### config.mk
export PLATFORM = sky130hd
export DESIGN_NAME = trpsm_top
export DESIGN_NICKNAME = d
export VERILOG_FILES = /design/src/trpsm_pkg.sv /design/src/trpsm_top.sv
export SDC_FILE = /design/constraint.sdc
export NUM_CORES = 1
export LEC_CHECK = 0
export BUFFER_PORTS_ARGS = -buffer_cell sky130_fd_sc_hd__buf_2
export CORE_ASPECT_RATIO = 0.8
export CORE_UTILIZATION = 49
export CTS_CLUSTER_SIZE = 16
export DETAILED_ROUTE_END_ITERATION = 8
export PLACE_DENSITY_LB_ADDON = 0.1
export RECOVER_POWER = 50
export SLEW_MARGIN = 20
export SYNTH_ARGS = -nofsm -noshare
export SYNTH_HDL_FRONTEND = slang
export SYNTH_SLANG_ARGS = --single-unit
### constraint.sdc
create_clock -name aclk -period 1.8 [get_ports aclk]
set_clock_uncertainty 0.15 [all_clocks]
set_input_delay 0.36 -clock aclk [delete_from_list [all_inputs] [get_ports aclk]]
set_output_delay 0.36 -clock aclk [all_outputs]
set_load 0.02 [all_outputs]
### src/trpsm_pkg.sv
package trpsm_pkg;
   localparam int unsigned ADDR_W = 12;
   // printed offsets are register indices; byte address is four times the index
   localparam logic [ADDR_W-1:0] IDX_ROUTE = 12'h247;
   localparam logic [ADDR_W-1:0] IDX_DATA = 12'h248;
   localparam logic [ADDR_W-1:0] IDX_DIR = 12'h24a;
   localparam logic [ADDR_W-1:0] ADDR_ROUTE = 12'(IDX_ROUTE * 4);
   localparam logic [ADDR_W-1:0] ADDR_DATA = 12'(IDX_DATA * 4);
   localparam logic [ADDR_W-1:0] ADDR_DIR = 12'(IDX_DIR * 4);
   localparam logic [7:0] RST_ROUTE = 8'h00;
   localparam logic [7:0] RST_DATA = 8'h00;
   localparam logic [7:0] RST_DIR = 8'h00;
   localparam logic [1:0] RESP_OKAY = 2'h0;
   localparam logic [1:0] RESP_SLVERR = 2'h2;
   // routing field positions
   localparam int unsigned F_T0C7_HI = 7;
   localparam int unsigned F_T0C7_LO = 6;
   localparam int unsigned F_T0C5 = 5;
   localparam int unsigned F_T0C4 = 4;
   localparam int unsigned F_T0C6_HI = 3;
   localparam int unsigned F_T0C6_LO = 2;
   localparam int unsigned F_T1C7 = 1;
   localparam int unsigned F_T1C6 = 0;
   localparam logic [1:0] SEL_ALT_R = 2'h1;
   localparam logic [1:0] SEL_ALT_V = 2'h2;
   // timer channel order on the timer ports
   localparam int unsigned CH_T0C7 = 0;
   localparam int unsigned CH_T0C6 = 1;
   localparam int unsigned CH_T0C5 = 2;
   localparam int unsigned CH_T0C4 = 3;
   localparam int unsigned CH_T1C7 = 4;
   localparam int unsigned CH_T1C6 = 5;
   localparam int unsigned NUM_CH = 6;
   // candidate timer pin order on the timer pin ports
   localparam logic [3:0] P_T2 = 4'h0;
   localparam logic [3:0] P_T3 = 4'h1;
   localparam logic [3:0] P_T4 = 4'h2;
   localparam logic [3:0] P_T5 = 4'h3;
   localparam logic [3:0] P_T6 = 4'h4;
   localparam logic [3:0] P_T7 = 4'h5;
   localparam logic [3:0] P_R0 = 4'h6;
   localparam logic [3:0] P_R1 = 4'h7;
   localparam logic [3:0] P_R2 = 4'h8;
   localparam logic [3:0] P_R3 = 4'h9;
   localparam logic [3:0] P_V0 = 4'ha;
   localparam logic [3:0] P_V2 = 4'hb;
   localparam logic [3:0] P_V4 = 4'hc;
   localparam logic [3:0] P_V6 = 4'hd;
   localparam int unsigned NUM_TP = 14;

   typedef struct packed {
      logic awvalid;
      logic [ADDR_W-1:0] awaddr;
      logic wvalid;
      logic [31:0] wdata;
      logic [3:0] wstrb;
      logic bready;
      logic arvalid;
      logic [ADDR_W-1:0] araddr;
      logic rready;
   } trpsm_axi_req_t;

   typedef struct packed {
      logic awready;
      logic wready;
      logic bvalid;
      logic [1:0] bresp;
      logic arready;
      logic rvalid;
      logic [31:0] rdata;
      logic [1:0] rresp;
   } trpsm_axi_rsp_t;

   // spi bits: 3 slave select, 2 clock, 1 master out, 0 master in
   // two wire bits: 1 data, 0 clock
   typedef struct packed {
      logic spi_en;
      logic [3:0] spi_out;
      logic [3:0] spi_oe;
      logic iic_en;
      logic [1:0] iic_out;
      logic [1:0] iic_oe;
      logic [7:0] pwm_en;
      logic [7:0] pwm_out;
      logic can_en;
      logic can_tx;
      logic sci_en;
      logic sci_tx;
   } trpsm_periph_t;

   typedef struct packed {
      logic [NUM_CH-1:0] tim_out;
      logic [NUM_CH-1:0] tim_oe;
   } trpsm_timer_t;
endpackage : trpsm_pkg

### src/trpsm_top.sv
`timescale 1ns/1ps
// Overview of operation
// - bits 7:6 route timer0 ch7: T7/R1/V6/T7
// - bit 5 routes timer0 ch5: T5 or V2
// - bit 4 routes timer0 ch4: T4 or V0
// - bits 3:2 route timer0 ch6: T6/R0/V4/T6
// - bit 1 routes timer1 ch7: T3 or R3
// - bit 0 routes timer1 ch6: T2 or R2
// - routing register read/write anytime, resets zero
// - gpio output drives stored bit; resets zero
// - read gives stored bit if output, else pin
// - pin7: spi select, two-wire data, pulse_width_ch3, gpio
// - pin6: spi clock, pulse_width_ch2, gpio
// - pin5: spi master out, pulse_width_ch1, gpio
// - pin4: spi master in, two-wire clock, pulse_width_ch0, gpio
// - pins 3/2 carry can tx/rx when enabled
// - pin1: serial transmit, pulse_width_ch7, gpio
// - pin0: serial receive, pulse_width_ch6, gpio
// - two-wire on pin7 is open drain, its direction
module trpsm_top (
   input wire logic aclk,
   input wire logic aresetn,
   input wire trpsm_pkg::trpsm_axi_req_t axi_req,
   output trpsm_pkg::trpsm_axi_rsp_t axi_rsp,
   input wire trpsm_pkg::trpsm_periph_t periph,
   input wire logic [7:0] ps_pin_in,
   output logic [7:0] ps_pin_out,
   output logic [7:0] ps_pin_oe,
   output logic [7:0] ps_in_sync,
   input wire trpsm_pkg::trpsm_timer_t timer,
   output logic [trpsm_pkg::NUM_CH-1:0] tim_cap_in,
   input wire logic [trpsm_pkg::NUM_TP-1:0] tp_pin_in,
   output logic [trpsm_pkg::NUM_TP-1:0] tp_pin_out,
   output logic [trpsm_pkg::NUM_TP-1:0] tp_pin_oe,
   output logic [trpsm_pkg::NUM_TP-1:0] tp_claim
);
   typedef struct packed {
      logic [7:0] route;
      logic [7:0] data;
      logic [7:0] dir;
      logic aw_ok;
      logic [trpsm_pkg::ADDR_W-1:0] aw_addr;
      logic w_ok;
      logic [7:0] w_data;
      logic w_lane0;
      logic bvalid;
      logic [1:0] bresp;
      logic rvalid;
      logic [1:0] rresp;
      logic [7:0] rdata;
      logic [7:0] ps_s1;
      logic [7:0] ps_s2;
      logic [trpsm_pkg::NUM_TP-1:0] tp_s1;
      logic [trpsm_pkg::NUM_TP-1:0] tp_s2;
      logic [7:0] ps_out;
      logic [7:0] ps_oe;
      logic [trpsm_pkg::NUM_TP-1:0] tp_out;
      logic [trpsm_pkg::NUM_TP-1:0] tp_oe;
      logic [trpsm_pkg::NUM_TP-1:0] tp_claim;
      logic [trpsm_pkg::NUM_CH-1:0] cap;
   } trpsm_state_t;

   trpsm_state_t st_q;
   trpsm_state_t st_d;
   logic aw_hs;
   logic w_hs;
   logic ar_hs;

   // 0 unmapped, 1 routing, 2 data, 3 direction
   function automatic logic [1:0] reg_decode(input logic [trpsm_pkg::ADDR_W-1:0] a);
      if (a == trpsm_pkg::ADDR_ROUTE) begin
         return 2'h1;
      end else if (a == trpsm_pkg::ADDR_DATA) begin
         return 2'h2;
      end else if (a == trpsm_pkg::ADDR_DIR) begin
         return 2'h3;
      end else begin
         return 2'h0;
      end
   endfunction : reg_decode

   // pin index chosen for a timer channel by the routing register
   function automatic logic [3:0] route_pin(input int unsigned ch, input logic [7:0] r);
      logic [3:0] p;
      logic [1:0] s7;
      logic [1:0] s6;
      p = trpsm_pkg::P_T7;
      s7 = r[trpsm_pkg::F_T0C7_HI:trpsm_pkg::F_T0C7_LO];
      s6 = r[trpsm_pkg::F_T0C6_HI:trpsm_pkg::F_T0C6_LO];
      case (ch)
         trpsm_pkg::CH_T0C7: begin
            if (s7 == trpsm_pkg::SEL_ALT_R) begin
               p = trpsm_pkg::P_R1;
            end else if (s7 == trpsm_pkg::SEL_ALT_V) begin
               p = trpsm_pkg::P_V6;
            end else begin
               p = trpsm_pkg::P_T7;
            end
         end
         trpsm_pkg::CH_T0C6: begin
            if (s6 == trpsm_pkg::SEL_ALT_R) begin
               p = trpsm_pkg::P_R0;
            end else if (s6 == trpsm_pkg::SEL_ALT_V) begin
               p = trpsm_pkg::P_V4;
            end else begin
               p = trpsm_pkg::P_T6;
            end
         end
         trpsm_pkg::CH_T0C5: p = r[trpsm_pkg::F_T0C5] ? trpsm_pkg::P_V2 : trpsm_pkg::P_T5;
         trpsm_pkg::CH_T0C4: p = r[trpsm_pkg::F_T0C4] ? trpsm_pkg::P_V0 : trpsm_pkg::P_T4;
         trpsm_pkg::CH_T1C7: p = r[trpsm_pkg::F_T1C7] ? trpsm_pkg::P_R3 : trpsm_pkg::P_T3;
         default: p = r[trpsm_pkg::F_T1C6] ? trpsm_pkg::P_R2 : trpsm_pkg::P_T2;
      endcase
      return p;
   endfunction : route_pin

   assign aw_hs = axi_req.awvalid && axi_rsp.awready;
   assign w_hs = axi_req.wvalid && axi_rsp.wready;
   assign ar_hs = axi_req.arvalid && axi_rsp.arready;

   always_comb begin
      logic [3:0] pi;
      logic [7:0] rd;
      pi = 4'h0;
      rd = 8'h00;
      st_d = st_q;
      // only the second stage is read by logic
      st_d.ps_s1 = ps_pin_in;
      st_d.ps_s2 = st_q.ps_s1;
      st_d.tp_s1 = tp_pin_in;
      st_d.tp_s2 = st_q.tp_s1;
      // write channel: address and data taken in either order
      if (aw_hs) begin
         st_d.aw_ok = 1'b1;
         st_d.aw_addr = axi_req.awaddr;
      end
      if (w_hs) begin
         st_d.w_ok = 1'b1;
         st_d.w_data = axi_req.wdata[7:0];
         st_d.w_lane0 = axi_req.wstrb[0];
      end
      if (st_q.aw_ok && st_q.w_ok) begin
         st_d.aw_ok = 1'b0;
         st_d.w_ok = 1'b0;
         st_d.bvalid = 1'b1;
         st_d.bresp = trpsm_pkg::RESP_OKAY;
         case (reg_decode(st_q.aw_addr))
            2'h1: if (st_q.w_lane0) st_d.route = st_q.w_data;
            2'h2: if (st_q.w_lane0) st_d.data = st_q.w_data;
            2'h3: if (st_q.w_lane0) st_d.dir = st_q.w_data;
            default: st_d.bresp = trpsm_pkg::RESP_SLVERR;
         endcase
      end
      if (st_q.bvalid && axi_req.bready) begin
         st_d.bvalid = 1'b0;
      end
      if (st_q.rvalid && axi_req.rready) begin
         st_d.rvalid = 1'b0;
      end
      if (ar_hs) begin
         st_d.rvalid = 1'b1;
         st_d.rresp = trpsm_pkg::RESP_OKAY;
         case (reg_decode(axi_req.araddr))
            2'h1: rd = st_q.route;
            2'h2: rd = (st_q.dir & st_q.data) | (~st_q.dir & st_q.ps_s2);
            2'h3: rd = st_q.dir;
            default: st_d.rresp = trpsm_pkg::RESP_SLVERR;
         endcase
         st_d.rdata = rd;
      end
      // timer routing; unselected candidates stay released
      st_d.tp_claim = '0;
      st_d.tp_out = '0;
      st_d.tp_oe = '0;
      for (int unsigned ch = 0; ch < trpsm_pkg::NUM_CH; ch++) begin
         pi = route_pin(ch, st_q.route);
         st_d.tp_claim[pi] = 1'b1;
         st_d.tp_out[pi] = timer.tim_out[ch];
         st_d.tp_oe[pi] = timer.tim_oe[ch];
         st_d.cap[ch] = st_q.tp_s2[pi];
      end
      // port S: gpio by default, peripherals override by priority
      st_d.ps_out = st_q.data;
      st_d.ps_oe = st_q.dir;
      if (periph.spi_en) begin
         st_d.ps_out[7] = periph.spi_out[3];
         st_d.ps_oe[7] = periph.spi_oe[3];
      end else if (periph.iic_en) begin
         // open drain: only ever pulls low
         st_d.ps_out[7] = 1'b0;
         st_d.ps_oe[7] = periph.iic_oe[1] && !periph.iic_out[1];
      end else if (periph.pwm_en[3]) begin
         st_d.ps_out[7] = periph.pwm_out[3];
         st_d.ps_oe[7] = 1'b1;
      end
      if (periph.spi_en) begin
         st_d.ps_out[6] = periph.spi_out[2];
         st_d.ps_oe[6] = periph.spi_oe[2];
      end else if (periph.pwm_en[2]) begin
         st_d.ps_out[6] = periph.pwm_out[2];
         st_d.ps_oe[6] = 1'b1;
      end
      if (periph.spi_en) begin
         st_d.ps_out[5] = periph.spi_out[1];
         st_d.ps_oe[5] = periph.spi_oe[1];
      end else if (periph.pwm_en[1]) begin
         st_d.ps_out[5] = periph.pwm_out[1];
         st_d.ps_oe[5] = 1'b1;
      end
      if (periph.spi_en) begin
         st_d.ps_out[4] = periph.spi_out[0];
         st_d.ps_oe[4] = periph.spi_oe[0];
      end else if (periph.iic_en) begin
         st_d.ps_out[4] = 1'b0;
         st_d.ps_oe[4] = periph.iic_oe[0] && !periph.iic_out[0];
      end else if (periph.pwm_en[0]) begin
         st_d.ps_out[4] = periph.pwm_out[0];
         st_d.ps_oe[4] = 1'b1;
      end
      if (periph.can_en) begin
         st_d.ps_out[3] = periph.can_tx;
         st_d.ps_oe[3] = 1'b1;
         st_d.ps_out[2] = 1'b0;
         st_d.ps_oe[2] = 1'b0;
      end
      if (periph.sci_en) begin
         st_d.ps_out[1] = periph.sci_tx;
         st_d.ps_oe[1] = 1'b1;
      end else if (periph.pwm_en[7]) begin
         st_d.ps_out[1] = periph.pwm_out[7];
         st_d.ps_oe[1] = 1'b1;
      end
      if (periph.sci_en) begin
         st_d.ps_out[0] = 1'b0;
         st_d.ps_oe[0] = 1'b0;
      end else if (periph.pwm_en[6]) begin
         st_d.ps_out[0] = periph.pwm_out[6];
         st_d.ps_oe[0] = 1'b1;
      end
      if (!aresetn) begin
         st_d = '0;
         st_d.route = trpsm_pkg::RST_ROUTE;
         st_d.data = trpsm_pkg::RST_DATA;
         st_d.dir = trpsm_pkg::RST_DIR;
      end
   end

   always_ff @(posedge aclk) begin
      st_q <= st_d;
   end

   // no new write is taken while a response waits, so one write at a time
   assign axi_rsp.awready = !st_q.aw_ok && !st_q.bvalid;
   assign axi_rsp.wready = !st_q.w_ok && !st_q.bvalid;
   assign axi_rsp.bvalid = st_q.bvalid;
   assign axi_rsp.bresp = st_q.bresp;
   assign axi_rsp.arready = !st_q.rvalid;
   assign axi_rsp.rvalid = st_q.rvalid;
   assign axi_rsp.rdata = {24'h000000, st_q.rdata};
   assign axi_rsp.rresp = st_q.rresp;
   assign ps_pin_out = st_q.ps_out;
   assign ps_pin_oe = st_q.ps_oe;
   assign ps_in_sync = st_q.ps_s2;
   assign tim_cap_in = st_q.cap;
   assign tp_pin_out = st_q.tp_out;
   assign tp_pin_oe = st_q.tp_oe;
   assign tp_claim = st_q.tp_claim;
endmodule : trpsm_top

Word-level counts from Yosys, hierarchy flattened
Cells that the tools add are included.
W data, S select, Z words.

storage, ports and cells
  bits in writable memories = 0
  memory bits (read-only) = 0
  memories kept = 0
  output and inout port bits = 113
  register bits after elaboration = 169
  input bits = 135
  logic and storage cells = 182
  latch bits = 0

operators by class
  multiplexer cells = 83
  divide/modulo/power cells = 0
  shift-type cells = 0
  add/subtract/negate cells = 0
  reduce and logical (&&, ||, !) cells = 32
  multipliers = 0
  bitwise operators = 12
  $lt $le $gt $ge = 12
  equality and inequality tests = 16

operator list
  operator                number
  $bwmux W14              10
  $eq A12 B12 Y1 const B  6
  $or A14 B14 Y14         5
  $mux W1                 39
  $mux W4                 8
  $lt A4 B5 Y1 const B    6
  $and A14 B14 Y14        2
  $bmux W1 S4             6
  $demux W1 S4            6
  $ge A4 B1 Y1 const B    6
  $mux W2                 12
  $pmux W8 S3             1
  $and A8 B8 Y8           2
  $logic_and A1 B1 Y1     16
  $eq A2 B2 Y1 const B    6
  $mux W11                1
  $reduce_and A3 Y1       3
  $eq A2 B1 Y1 const B    4
  $not A8 Y8              1
  $or A8 B8 Y8            1
  $reduce_or A2 Y1        4
  $logic_not A1 Y1        6
  $reduce_or A3 Y1        2
  $reduce_bool A2 Y1      1
  $not A1 Y1              1

Longest topological paths before layout
Gate-level depths: netlist of run 1.

  depth in word-level cells = 13
  mapped depth = 5
  gate-level depth less buffers = 5

Worst setup path before layout of run 1
No wires, ideal clock.

  kind = register -> register
  start point = register st_q[144] (netlist name)
  end point = register st_q[133] (netlist name)
  data arrival time = 1.352 ns
  cell stages (with the launch flop) = 6
  library setup time = 0.076 ns
  slack = 0.222 ns
  path buffers = 1
  clock period less this slack = 1.578 ns
  data required time = 1.574 ns
  cell sequence = dfxtp_1 nor2_1 and2_1 clkbuf_1 nand2_1 a21boi_0

RTL lines
  what                    line              text
  start, declared         trpsm_top.sv:63   trpsm_state_t st_q;
  start signal, assigned  trpsm_top.sv:249  st_q <= st_d;

==> run metrics, run 1 <==
routed via count roughly 4600; vias in the first global route 4336; Routed WL per cell 13.7 um; GRT Resource Usage Total 20.9%; Period minus WS final 1.63 ns; fmax around 600 MHz; worst hold path class in -> reg; fin util 60.6%; CTS tree done; FILL cells approximately 1100; Routed WL between 10 and 15 mm; pwr dens 1070 nW/um2; FF+latch count, synth 167; share of cells above drive strength 1 27.5%; RSZ-0062 raised after global routing false; Rel. slew slack 37.1%; WP data required 1.29 ns; met1 Use GR 28.1%; max-slew violations 0; synth unique cells 38; FP Rows 37; Final HPWL DP between 9 and 10 mm; crit path DAT 1.12 ns; core footprint between 10000 and 15000 um2; DRC violations left 0; first-pass GRT wire length 21.4 mm; largest net degree at the start of global routing 59; syn_area_per_cell approximately 9.6 um2; DR pass1 iterations 4; setup_tns 0 ns; die height 105 um; cts repair resizes 0; total gr overflow 0; final worst path period share about nine tenths; slowest stage delay, CP around 0.34 ns; grt met2 use 30.3%; Mapped Area 6500 um2; CTS Buf Count 17; Final Hold Violating Endpoints 0; Initial Util ~50%; register area approximately 3300 um2; Async SR Flop Fraction 0%; GR peak layer met2; DR iter-0 viols roughly 210; IO Count between 200 and 250; LEAKAGE 0.00353 uW; Final #Nets 951; CTS H-tree depth 4; Synth warnings 0; peak supply drop 0.000644 V; Clock Latency Late Sink 0.43 ns; critical path's slowest cell dfxtp_1; Final setup viols 0; CP Class reg -> out; cts hold-fix bufs 30; Syn Inst Count 675; crit end category output pin; final RePlAce weighted congestion 0.806; Synth-to-Final Area Change 20.4%; Clock Sinks approximately 170; CP Max Fanout 5; Die ar. 13700 um2; clock buffer depth 2; root buffer cell clkbuf_16; Tightest Pin Transition 0.943 ns; outcome complete, no violations; maxcap violations 0; post-synthesis sequential area ratio 51.5%; CP Launch Type flip-flop; worst-path cell chain nor2_1, buf_2; Die W 131 um; initial antenna violation count 2; met3 GRT Util 7.83%; # diodes 0; post-DR vias/cell 4.61; postcts setup bufs 0; area of the multi-input gates 2280 um2; Post-DRT Antenna Nets 0; # port buffers 190; number of synthesized flops with an enable pin 0; dominant synthesized flop cell dfxtp_1; CTS clk-pin slew, worst paths 0.06 ns
area by class of cell:
| class | instances | share of cell area, % |
|---|---|---|
| Sequential cell | 167 | 42.7 |
| Tap cell | 175 | 2.80 |
| Clock inverter | 11 | 2.19 |
| Timing Repair Buffer | 228 | 16.6 |
| Multi-Input combinational cell | 387 | 29.2 |
| Inverter | 9 | 0.432 |
| Clock buffer | 21 | 6.01 |
metal layers:
metal	up-vias	share of wire [%]
met5	-	0.059
li1	2346	-
met2	148	43
met4	2	1.3
met1	2087	48
met3	15	7.9
kinds of logic after synthesis:
| group | count (synthesis) | share of synthesized area, % |
|---|---|---|
| flip-flops | 167 | 51.5 |
| AND/OR/NAND/NOR | 242 | 20.8 |
| other | 1 | 0.0577 |
| AO/OA/AOI/OAI | 91 | 8.30 |
| buffers and inverters | 146 | 14.8 |
| adder cells (fa/ha/maj) | 6 | 1.16 |
| multiplexers | 22 | 3.39 |
report_power, final:
part	switching (uW)	internal, uW
combinational	367	281
sequential	57.6	3830
clock	1440	2430
total	1860	6540
cells in the final DEF, fill, tap and decap left out, types with 3 or more instances in the layout:
| cell type | n |
|---|---|
| bufinv_16 | 4 |
| nand3_1 | 16 |
| or3b_2 | 9 |
| dfxtp_1 | 167 |
| and2_0 | 27 |
| nor2b_1 | 16 |
| clkbuf_8 | 3 |
| o21ai_0 | 38 |
| nand2b_1 | 9 |
| clkinv_4 | 3 |
| clkbuf_1 | 17 |
| buf_2 | 173 |
| clkbuf_16 | 17 |
| nand2_1 | 77 |
| inv_1 | 9 |
| buf_4 | 6 |
| a21oi_1 | 23 |
| nor2_1 | 8 |
| and3_1 | 20 |
| ha_1 | 6 |
| and2_1 | 39 |
| nor3_1 | 5 |
| mux2i_1 | 22 |
| conb_1 | 26 |
| dlygate4sd3_1 | 30 |
| a21boi_0 | 23 |
synthesized netlist by cell type (16+ instances only):
| cell | number | area share [%] |
|---|---|---|
| a21boi_0 | 23 | 2.7 |
| a21oi_1 | 23 | 1.8 |
| and2_1 | 66 | 6.4 |
| and3_1 | 20 | 1.9 |
| buf_4 | 110 | 13 |
| clkbuf_1 | 24 | 1.4 |
| dfxtp_1 | 167 | 51 |
| mux2i_1 | 22 | 3.4 |
| nand2_1 | 77 | 4.4 |
| nand3_1 | 16 | 1.2 |
| nor2b_1 | 16 | 1.5 |
| o21ai_0 | 38 | 2.9 |
sequential cells by signal, indices dropped and copies added (netlist names):
name and cells:
ps_pin_oe 8, tim_cap_in 6, ps_in_sync 8, tp_pin_out 14, tp_pin_oe 14, ps_pin_out 8, st_q 83, tp_claim 14
axi_rsp 12
worst paths after layout:
path | startpoint | endpoint | slack, ns | cells past startpoint
worst max-delay path | st_q[131] | axi_rsp[39] | 0.17 | 2
worst min-delay path | periph[18] | ps_pin_oe[0] | 0.03 | 3
worst max register to register | st_q[132] | st_q[161] | 0.17 | 5
worst min register to register | st_q[78] | st_q[64] | 0.28 | 1
stage by stage:
| step | total power [uW] | cells | setup WS (ns) | instance area (um2) | hold WS [ns] |
|---|---|---|---|---|---|
| 2_1_floorplan | 4430 | 700 | 0.222 | 6590 | 0.262 |
| 3_3_place_gp | 4560 | 936 | 0.151 | 6930 | 0.267 |
| 3_5_place_dp | 4570 | 936 | 0.108 | 6930 | 0.270 |
| 4_1_cts | 8490 | 998 | 0.142 | 7870 | 0.00983 |
| 5_1_grt | 8730 | 998 | 0.0291 | 7820 | 0.0279 |
| 6_report | 8400 | 998 | 0.169 | 7820 | 0.0292 |
worst max-delay path: cells and delay by family (launching register included):
kind	cells	cell delay (ns)
flip-flops	1	0.34
buffers and inverters	1	0.19
AND/OR/NAND/NOR	1	0.16
Note: power is estimated with default switching activity, not from simulation.
==> inputs of run 2 (changes only) <==
==> constraint.sdc (replaced) <==
create_clock -name aclk -period 1.8 [get_ports aclk]
set_clock_uncertainty 0.15 [all_clocks]
set_input_delay 0.36 -clock aclk [delete_from_list [all_inputs] [get_ports aclk]]
set_output_delay 0.36 -clock aclk [all_outputs]
set_load 0.1 [all_outputs]
==> run 2 against run 1 <==
  * Clock power decreased by 5.4%
  * Flip-flop and latch count stayed put
  * Utilization shrank 0.097 points
  * First-iteration DRC count up 16%
  * Design area decreased by 0.16%
  * Critical path type unchanged
  * Sequential share of layout area grew 0.068 points
  * Register-to-register slack worse by 0.02 ns
  * Largest power group unchanged
  * Largest cell class unchanged
  * Highest routed layer is now met4
  * Routed wire length decreased by 1.8%
==> run metrics, run 2 (synthesis gave the netlist of run 1 again) <==
outcome complete, no violations (unchanged); R2R cell count 5 (unchanged); core footprint 12900 um2 (unchanged); Initial Util 50.3% (unchanged); worst-path cell chain buf_2 (was nor2_1, buf_2); Final Power 8770 uW (was 8400 uW); CP Max Fanout 2 (was 5); FF-to-FF Start st_q[132] (unchanged); Synth-to-Final Area Change 20.2% (was 20.4%); net switching power 2480 uW (was 1860 uW); Final #Nets 945 (was 951); fin util 60.5% (was 60.6%); register share of total power 44.3% (was 46.2%); setup_tns 0 ns (unchanged); clock buffer depth 2 (unchanged); GRT Resource Usage Total 20.2% (was 20.9%); root buffer cell clkbuf_16 (unchanged); Crit Reg-Reg Endpoint st_q[165] (was st_q[161]); CP Class reg -> out (unchanged); Clock Sinks 167 (unchanged); CTS Buf Count 17 (unchanged); RSZ-0062 raised after global routing false (unchanged); most frequent cells in the layout buf_2, dfxtp_1, nand2_1 (unchanged); Routed WL per cell 13.5 um (was 13.7 um); share of cells above drive strength 1 29.6% (was 27.5%); Rel. slew slack 58.0% (was 37.1%); kind of cell adding the most delay to the critical path buffers and inverters (was flip-flops); CTS clk-pin slew, worst paths 0.06 ns (about the same); critical path's slowest cell buf_2 (was dfxtp_1); Biggest register st_q (unchanged); Routed WL 13.4 mm (was 13.7 mm); Final HPWL DP 9.69 mm (was 9.64 mm); CP Launch Type flip-flop (unchanged); # port buffers 190 (unchanged); DR pass1 iterations 4 (unchanged); WP buf/inv 1 (unchanged); FP Rows 37 (unchanged); # diodes 0 (unchanged); Comb pwr share 13.9% (was 7.7%); max reg flops 83 (unchanged); largest net degree at the start of global routing 66 (was 59); Final Hold Violating Endpoints 0 (unchanged); worst setup path end ps_in_sync[5] (was axi_rsp[39]); initial antenna violation count 0 (was 2); routed via count 4672 (was 4598); total gr overflow 0 (unchanged); post-DR vias/cell 4.71 (was 4.61); worst hold path class in -> reg (unchanged); Reg2Reg Setup Slack 0.15 ns (was 0.17 ns); peak supply drop 0.000720 V (was 0.000644 V); crit path DAT 1.27 ns (was 1.12 ns); Final setup viols 0 (unchanged); Die ar. 13700 um2 (unchanged); switching share of power 28.2% (was 22.2%); LEAKAGE 0.00355 uW (was 0.00353 uW); final worst path period share 98.7% (was 90.6%); Period minus WS final 1.78 ns (was 1.63 ns); DRC violations left 0 (unchanged); Die W 131 um (unchanged); Clock power frac 41.7% (was 46.1%); most common cell after layout, fill and taps aside buf_2 (unchanged); vias in the first global route 4253 (was 4336); Clock Latency Late Sink 0.42 ns (was 0.43 ns); Crit path depth 1 (was 2); postcts setup bufs 0 (unchanged); Critical Path Source ps_in_sync[5] (was st_q[131]); first-pass GRT wire length 20.8 mm (was 21.4 mm); final RePlAce weighted congestion 0.775 (was 0.806); Post-DRT Antenna Nets 0 (unchanged); WP data required 1.29 ns (about the same); fmax 563 MHz (was 613 MHz); pwr dens 1120 nW/um2 (was 1070 nW/um2); Internal 6290 uW (was 6540 uW); slowest stage delay, CP 0.46 ns (was 0.34 ns); Tightest Pin Transition 0.630 ns (was 0.943 ns); maxcap violations 0 (unchanged); crit end category output pin (unchanged); DR iter-0 viols 242 (was 209); die height 105 um (unchanged); IO Count 248 (unchanged); max-slew violations 0 (unchanged); CTS H-tree depth 4 (unchanged); CTS tree done (unchanged)
-- run 2: changes by cell type in the layout (fill, tap and decap cells not counted), moves of 2 or more --
cell / before / now
dlygate4sd3_1: 30 / 22
clkbuf_4: 0 / 6
inv_6: 0 / 4
buf_12: 1 / 4
clkbuf_1: 17 / 5
buf_2: 173 / 178
bufinv_16: 4 / 2
nor2_4: 0 / 2
nor2_1: 8 / 6
-- run 2: cell type report --
cell class	count	area, um2
Clock inverter	12	140
Fill cell	1163	5110
Sequential cell	167	3340
Timing Repair Buffer	222	1310
Tap cell	175	219
Clock buffer	20	467
Inverter	9	33.8
Multi-Input combinational cell	387	2300
-- run 2: worst reg2reg max path, delay by kind of cell (launching register included) --
kind	cells	cell delay (ns)
buffers and inverters	1	0.17
DFF	1	0.34
muxes	1	0.20
and+or+nand+nor	3	0.72
-- run 2: worst min-delay path by stage --
stage	from	to	slack, ns	cells past startpoint
after CTS	tp_pin_in[2]	st_q[80]	0.00004	2
final	tp_pin_in[2]	st_q[80]	0.009	2
after floorplan	st_q[100]	ps_in_sync[0]	0.26	1
after global placement	st_q[101]	ps_in_sync[1]	0.26	1
after global routing	timer[9]	tp_pin_out[2]	0.02	2
after detailed placement	st_q[80]	st_q[66]	0.27	1
-- run 2: metal layers --
metal / wire (um) / part of all wire, % / global-route usage (%)
met1: 6430 / 48 / 27.8
met2: 5840 / 44 / 30.5
met3: 990 / 7.4 / 5.38
met4: 146 / 1.1 / 6.24
met5: 0 / 0 / 0
-- run 2: power by group through the flow --
| stage | sequential [uW] | clock [uW] | combinational (uW) |
|---|---|---|---|
| finish | 3890 | 3660 | 1220 |
| floorplan | 3950 | 0 | 1050 |
| CTS | 3890 | 3710 | 1230 |
| global placement | 3970 | 0 | 1180 |
| detailed placement | 3970 | 0 | 1190 |
| global route | 3900 | 3890 | 1290 |
-- run 2: stage by stage --
stage	cell area (um2)	cells	setup slack, ns	hold slack [ns]
6_report	7810	992	0.0234	0.00894
5_1_grt	7810	992	0.00853	0.0179
4_1_cts	7810	991	0.00393	0.0000396
3_5_place_dp	6980	938	0.0866	0.267
3_3_place_gp	6980	938	0.157	0.265
2_1_floorplan	6610	700	-0.00243	0.262
-- run 2: repair_timing --
action,CTS,global route
hold buffers,21,1
endpoints found under the setup margin,3,6
resized for setup,4,6
hold endpoints to repair,21,1
==> inputs of run 3 (changes only) <==
--- a/config.mk
+++ b/config.mk
@@ -6,8 +6,11 @@
 export NUM_CORES = 1
 export LEC_CHECK = 0
 export BUFFER_PORTS_ARGS = -buffer_cell sky130_fd_sc_hd__buf_2
+export CAP_MARGIN = 15
+export CELL_PAD_IN_SITES_DETAIL_PLACEMENT = 0
+export CELL_PAD_IN_SITES_GLOBAL_PLACEMENT = 1
 export CORE_ASPECT_RATIO = 0.8
-export CORE_UTILIZATION = 49
+export CORE_UTILIZATION = 36
 export CTS_CLUSTER_SIZE = 16
 export DETAILED_ROUTE_END_ITERATION = 8
 export PLACE_DENSITY_LB_ADDON = 0.1
==> run 3 against run 2 <==
  * The flow now finishes with violations (DRC)
  * Total power grew 1.6%
  * Worst hold slack improved by 0.022 ns
  * Global-route usage decreased by 3.7 points
  * Cell count is 6.4% higher
  * Combinational power is essentially flat
  * Utilization fell by 15 points
  * Die area is 35% higher
  * Fmax rose by 1.8%
  * Highest routed layer is now met5
==> run metrics, run 3 (synthesis gave the netlist of run 1 again) <==
Inst Count DP 990 (was 938); Die ar. 18600 um2 (was 13700 um2); switching share of power 28.6% (was 28.2%); share of cells above drive strength 1 29.7% (was 29.6%); RSZ-0062 raised after global routing false (unchanged); CTS H-tree depth 4 (unchanged); Initial Util 37.2% (was 50.3%); IO Count 248 (unchanged); Clock Latency Late Sink 0.41 ns (was 0.42 ns); Die W 152 um (was 131 um); DR iter-0 viols 203 (was 242); worst setup margin 0.0540 ns (was 0.0234 ns); failing checks DRC; LEAKAGE 0.00363 uW (was 0.00355 uW); post-DR vias/cell 4.38 (was 4.71); worst-path cell chain buf_2 (unchanged); Tightest Pin Transition 0.830 ns (was 0.630 ns); final cell count without fillers 1055 (was 992); final RePlAce weighted congestion 0.732 (was 0.775); worst hold path class in -> reg (unchanged); Final #Nets 956 (was 945); CP Max Fanout 2 (unchanged); root buffer cell clkbuf_16 (unchanged); Biggest register st_q (unchanged); final worst path period share 97.0% (was 98.7%); most frequent cells in the layout buf_2, dfxtp_1, nand2_1 (unchanged); net switching power 2550 uW (was 2480 uW); CP Class reg -> out (unchanged); Setup WS pre-CTS 0.105 ns (was 0.0866 ns); initial antenna violation count 2 (was 0); routed via count 4618 (was 4672); total gr overflow 0 (unchanged); FP Rows 43 (was 37); Clock power frac 42.3% (was 41.7%); CTS Buf Count 17 (unchanged); Final Power 8910 uW (was 8770 uW); maxcap violations 0 (unchanged); largest net degree at the start of global routing 41 (was 66); crit path DAT 1.24 ns (was 1.27 ns); WP buf/inv 1 (unchanged); Routed WL 14.7 mm (was 13.4 mm); Post-DP Area 7080 um2 (was 6980 um2); GRT Resource Usage Total 16.4% (was 20.2%); outcome finished with violations (was complete, no violations); Final Hold Violating Endpoints 0 (unchanged); register share of total power 43.6% (was 44.3%); Synth-to-Final Area Change 23.2% (was 20.2%); max reg flops 83 (unchanged); Routed WL per cell 14.0 um (was 13.5 um); DRC violations left 28 (was 0); die height 122 um (was 105 um); first-pass GRT wire length 23.2 mm (was 20.8 mm); Period minus WS final 1.75 ns (was 1.78 ns); vias in the first global route 4537 (was 4253); critical path's slowest cell buf_2 (unchanged); Final HPWL DP 10.9 mm (was 9.69 mm); core footprint 17500 um2 (was 12900 um2); CTS tree done (unchanged); fin util 45.8% (was 60.5%); Comb pwr share 14.1% (was 13.9%); post-route cell area 8010 um2 (was 7810 um2); CTS clk-pin slew, worst paths 0.07 ns (was 0.06 ns); # port buffers 190 (unchanged); peak supply drop 0.000650 V (was 0.000720 V); Rel. slew slack 44.7% (was 58.0%); kind of cell adding the most delay to the critical path buffers and inverters (unchanged); postcts setup bufs 0 (unchanged); DR pass1 iterations 7 (was 4); crit end category output pin (unchanged); max-slew violations 0 (unchanged); pwr dens 1110 nW/um2 (was 1120 nW/um2); most common cell after layout, fill and taps aside buf_2 (unchanged); FILL cells 1737 (was 1163); WP data required 1.29 ns (about the same); fmax 573 MHz (was 563 MHz); Post-DRT Antenna Nets 0 (unchanged); CP Launch Type flip-flop (unchanged); Clock Sinks 167 (unchanged); slowest stage delay, CP 0.45 ns (was 0.46 ns); Final setup viols 0 (unchanged); Internal 6360 uW (was 6290 uW); clock buffer depth 2 (unchanged)
[run 3: cell count changes in the layout (fill, tap and decap cells not counted), moves of 3 or more]
cell | previous run | this run
dlygate4sd3_1 | 22 | 31
and2_0 | 26 | 20
and2_1 | 40 | 46
buf_4 | 5 | 11
clkbuf_2 | 1 | 4
clkbuf_4 | 6 | 3
clkbuf_8 | 3 | 0
clkinvlp_4 | 3 | 0
[run 3: power by group through the flow]
stage | registers [uW] | clock network, uW | logic (uW)
floorplan | 3950 | 0 | 1050
global placement | 3970 | 0 | 1210
detailed placement | 3970 | 0 | 1210
CTS | 3890 | 3880 | 1270
global route | 3900 | 4040 | 1330
finish | 3890 | 3770 | 1250
[run 3: metal layers]
layer | global-route usage [%] | routed length (um)
met5 | 0 | 13
met4 | 5.36 | 84
met3 | 5.48 | 847
met2 | 24.3 | 6300
met1 | 22.3 | 7500
[run 3: path summary, 6_finish.rpt]
kind / depth (start not counted) / endpoint / from / slack [ns]
worst max-delay path: 1 / axi_rsp[9] / axi_rsp[9] / 0.05
worst min-delay path: 2 / axi_rsp[34] / axi_req[13] / 0.03
worst max register to register: 5 / st_q[163] / st_q[131] / 0.16
worst min register to register: 1 / st_q[70] / st_q[84] / 0.28
[run 3: layout make-up]
cell class | count | area, um2 | area share [%]
Sequential cell | 167 | 3340 | 41.8
Timing Repair Buffer | 233 | 1430 | 17.8
Clock inverter | 15 | 190 | 2.38
Tap cell | 225 | 282 | 3.52
Antenna cell | 2 | 5.00 | 0.0625
Clock buffer | 17 | 425 | 5.31
Inverter | 9 | 33.8 | 0.422
Multi-Input combinational cell | 387 | 2300 | 28.7
[run 3: repair_timing]
| action | 4_1_cts | 5_1_grt |
|---|---|---|
| hold buffers | 30 | 1 |
| endpoints found under the hold margin | 30 | 1 |
| gates resized for setup | 6 | 3 |
| cloned | 0 | 0 |
| endpoints found under the setup margin | 6 | 3 |
[run 3: through the flow]
step                hold WS [ns]  TNS (ns)
floorplan                  0.262   -0.0243
detailed placement         0.268         0
finish                    0.0306         0
CTS                     0.000719         0
global placement           0.265         0
global route             0.00596         0
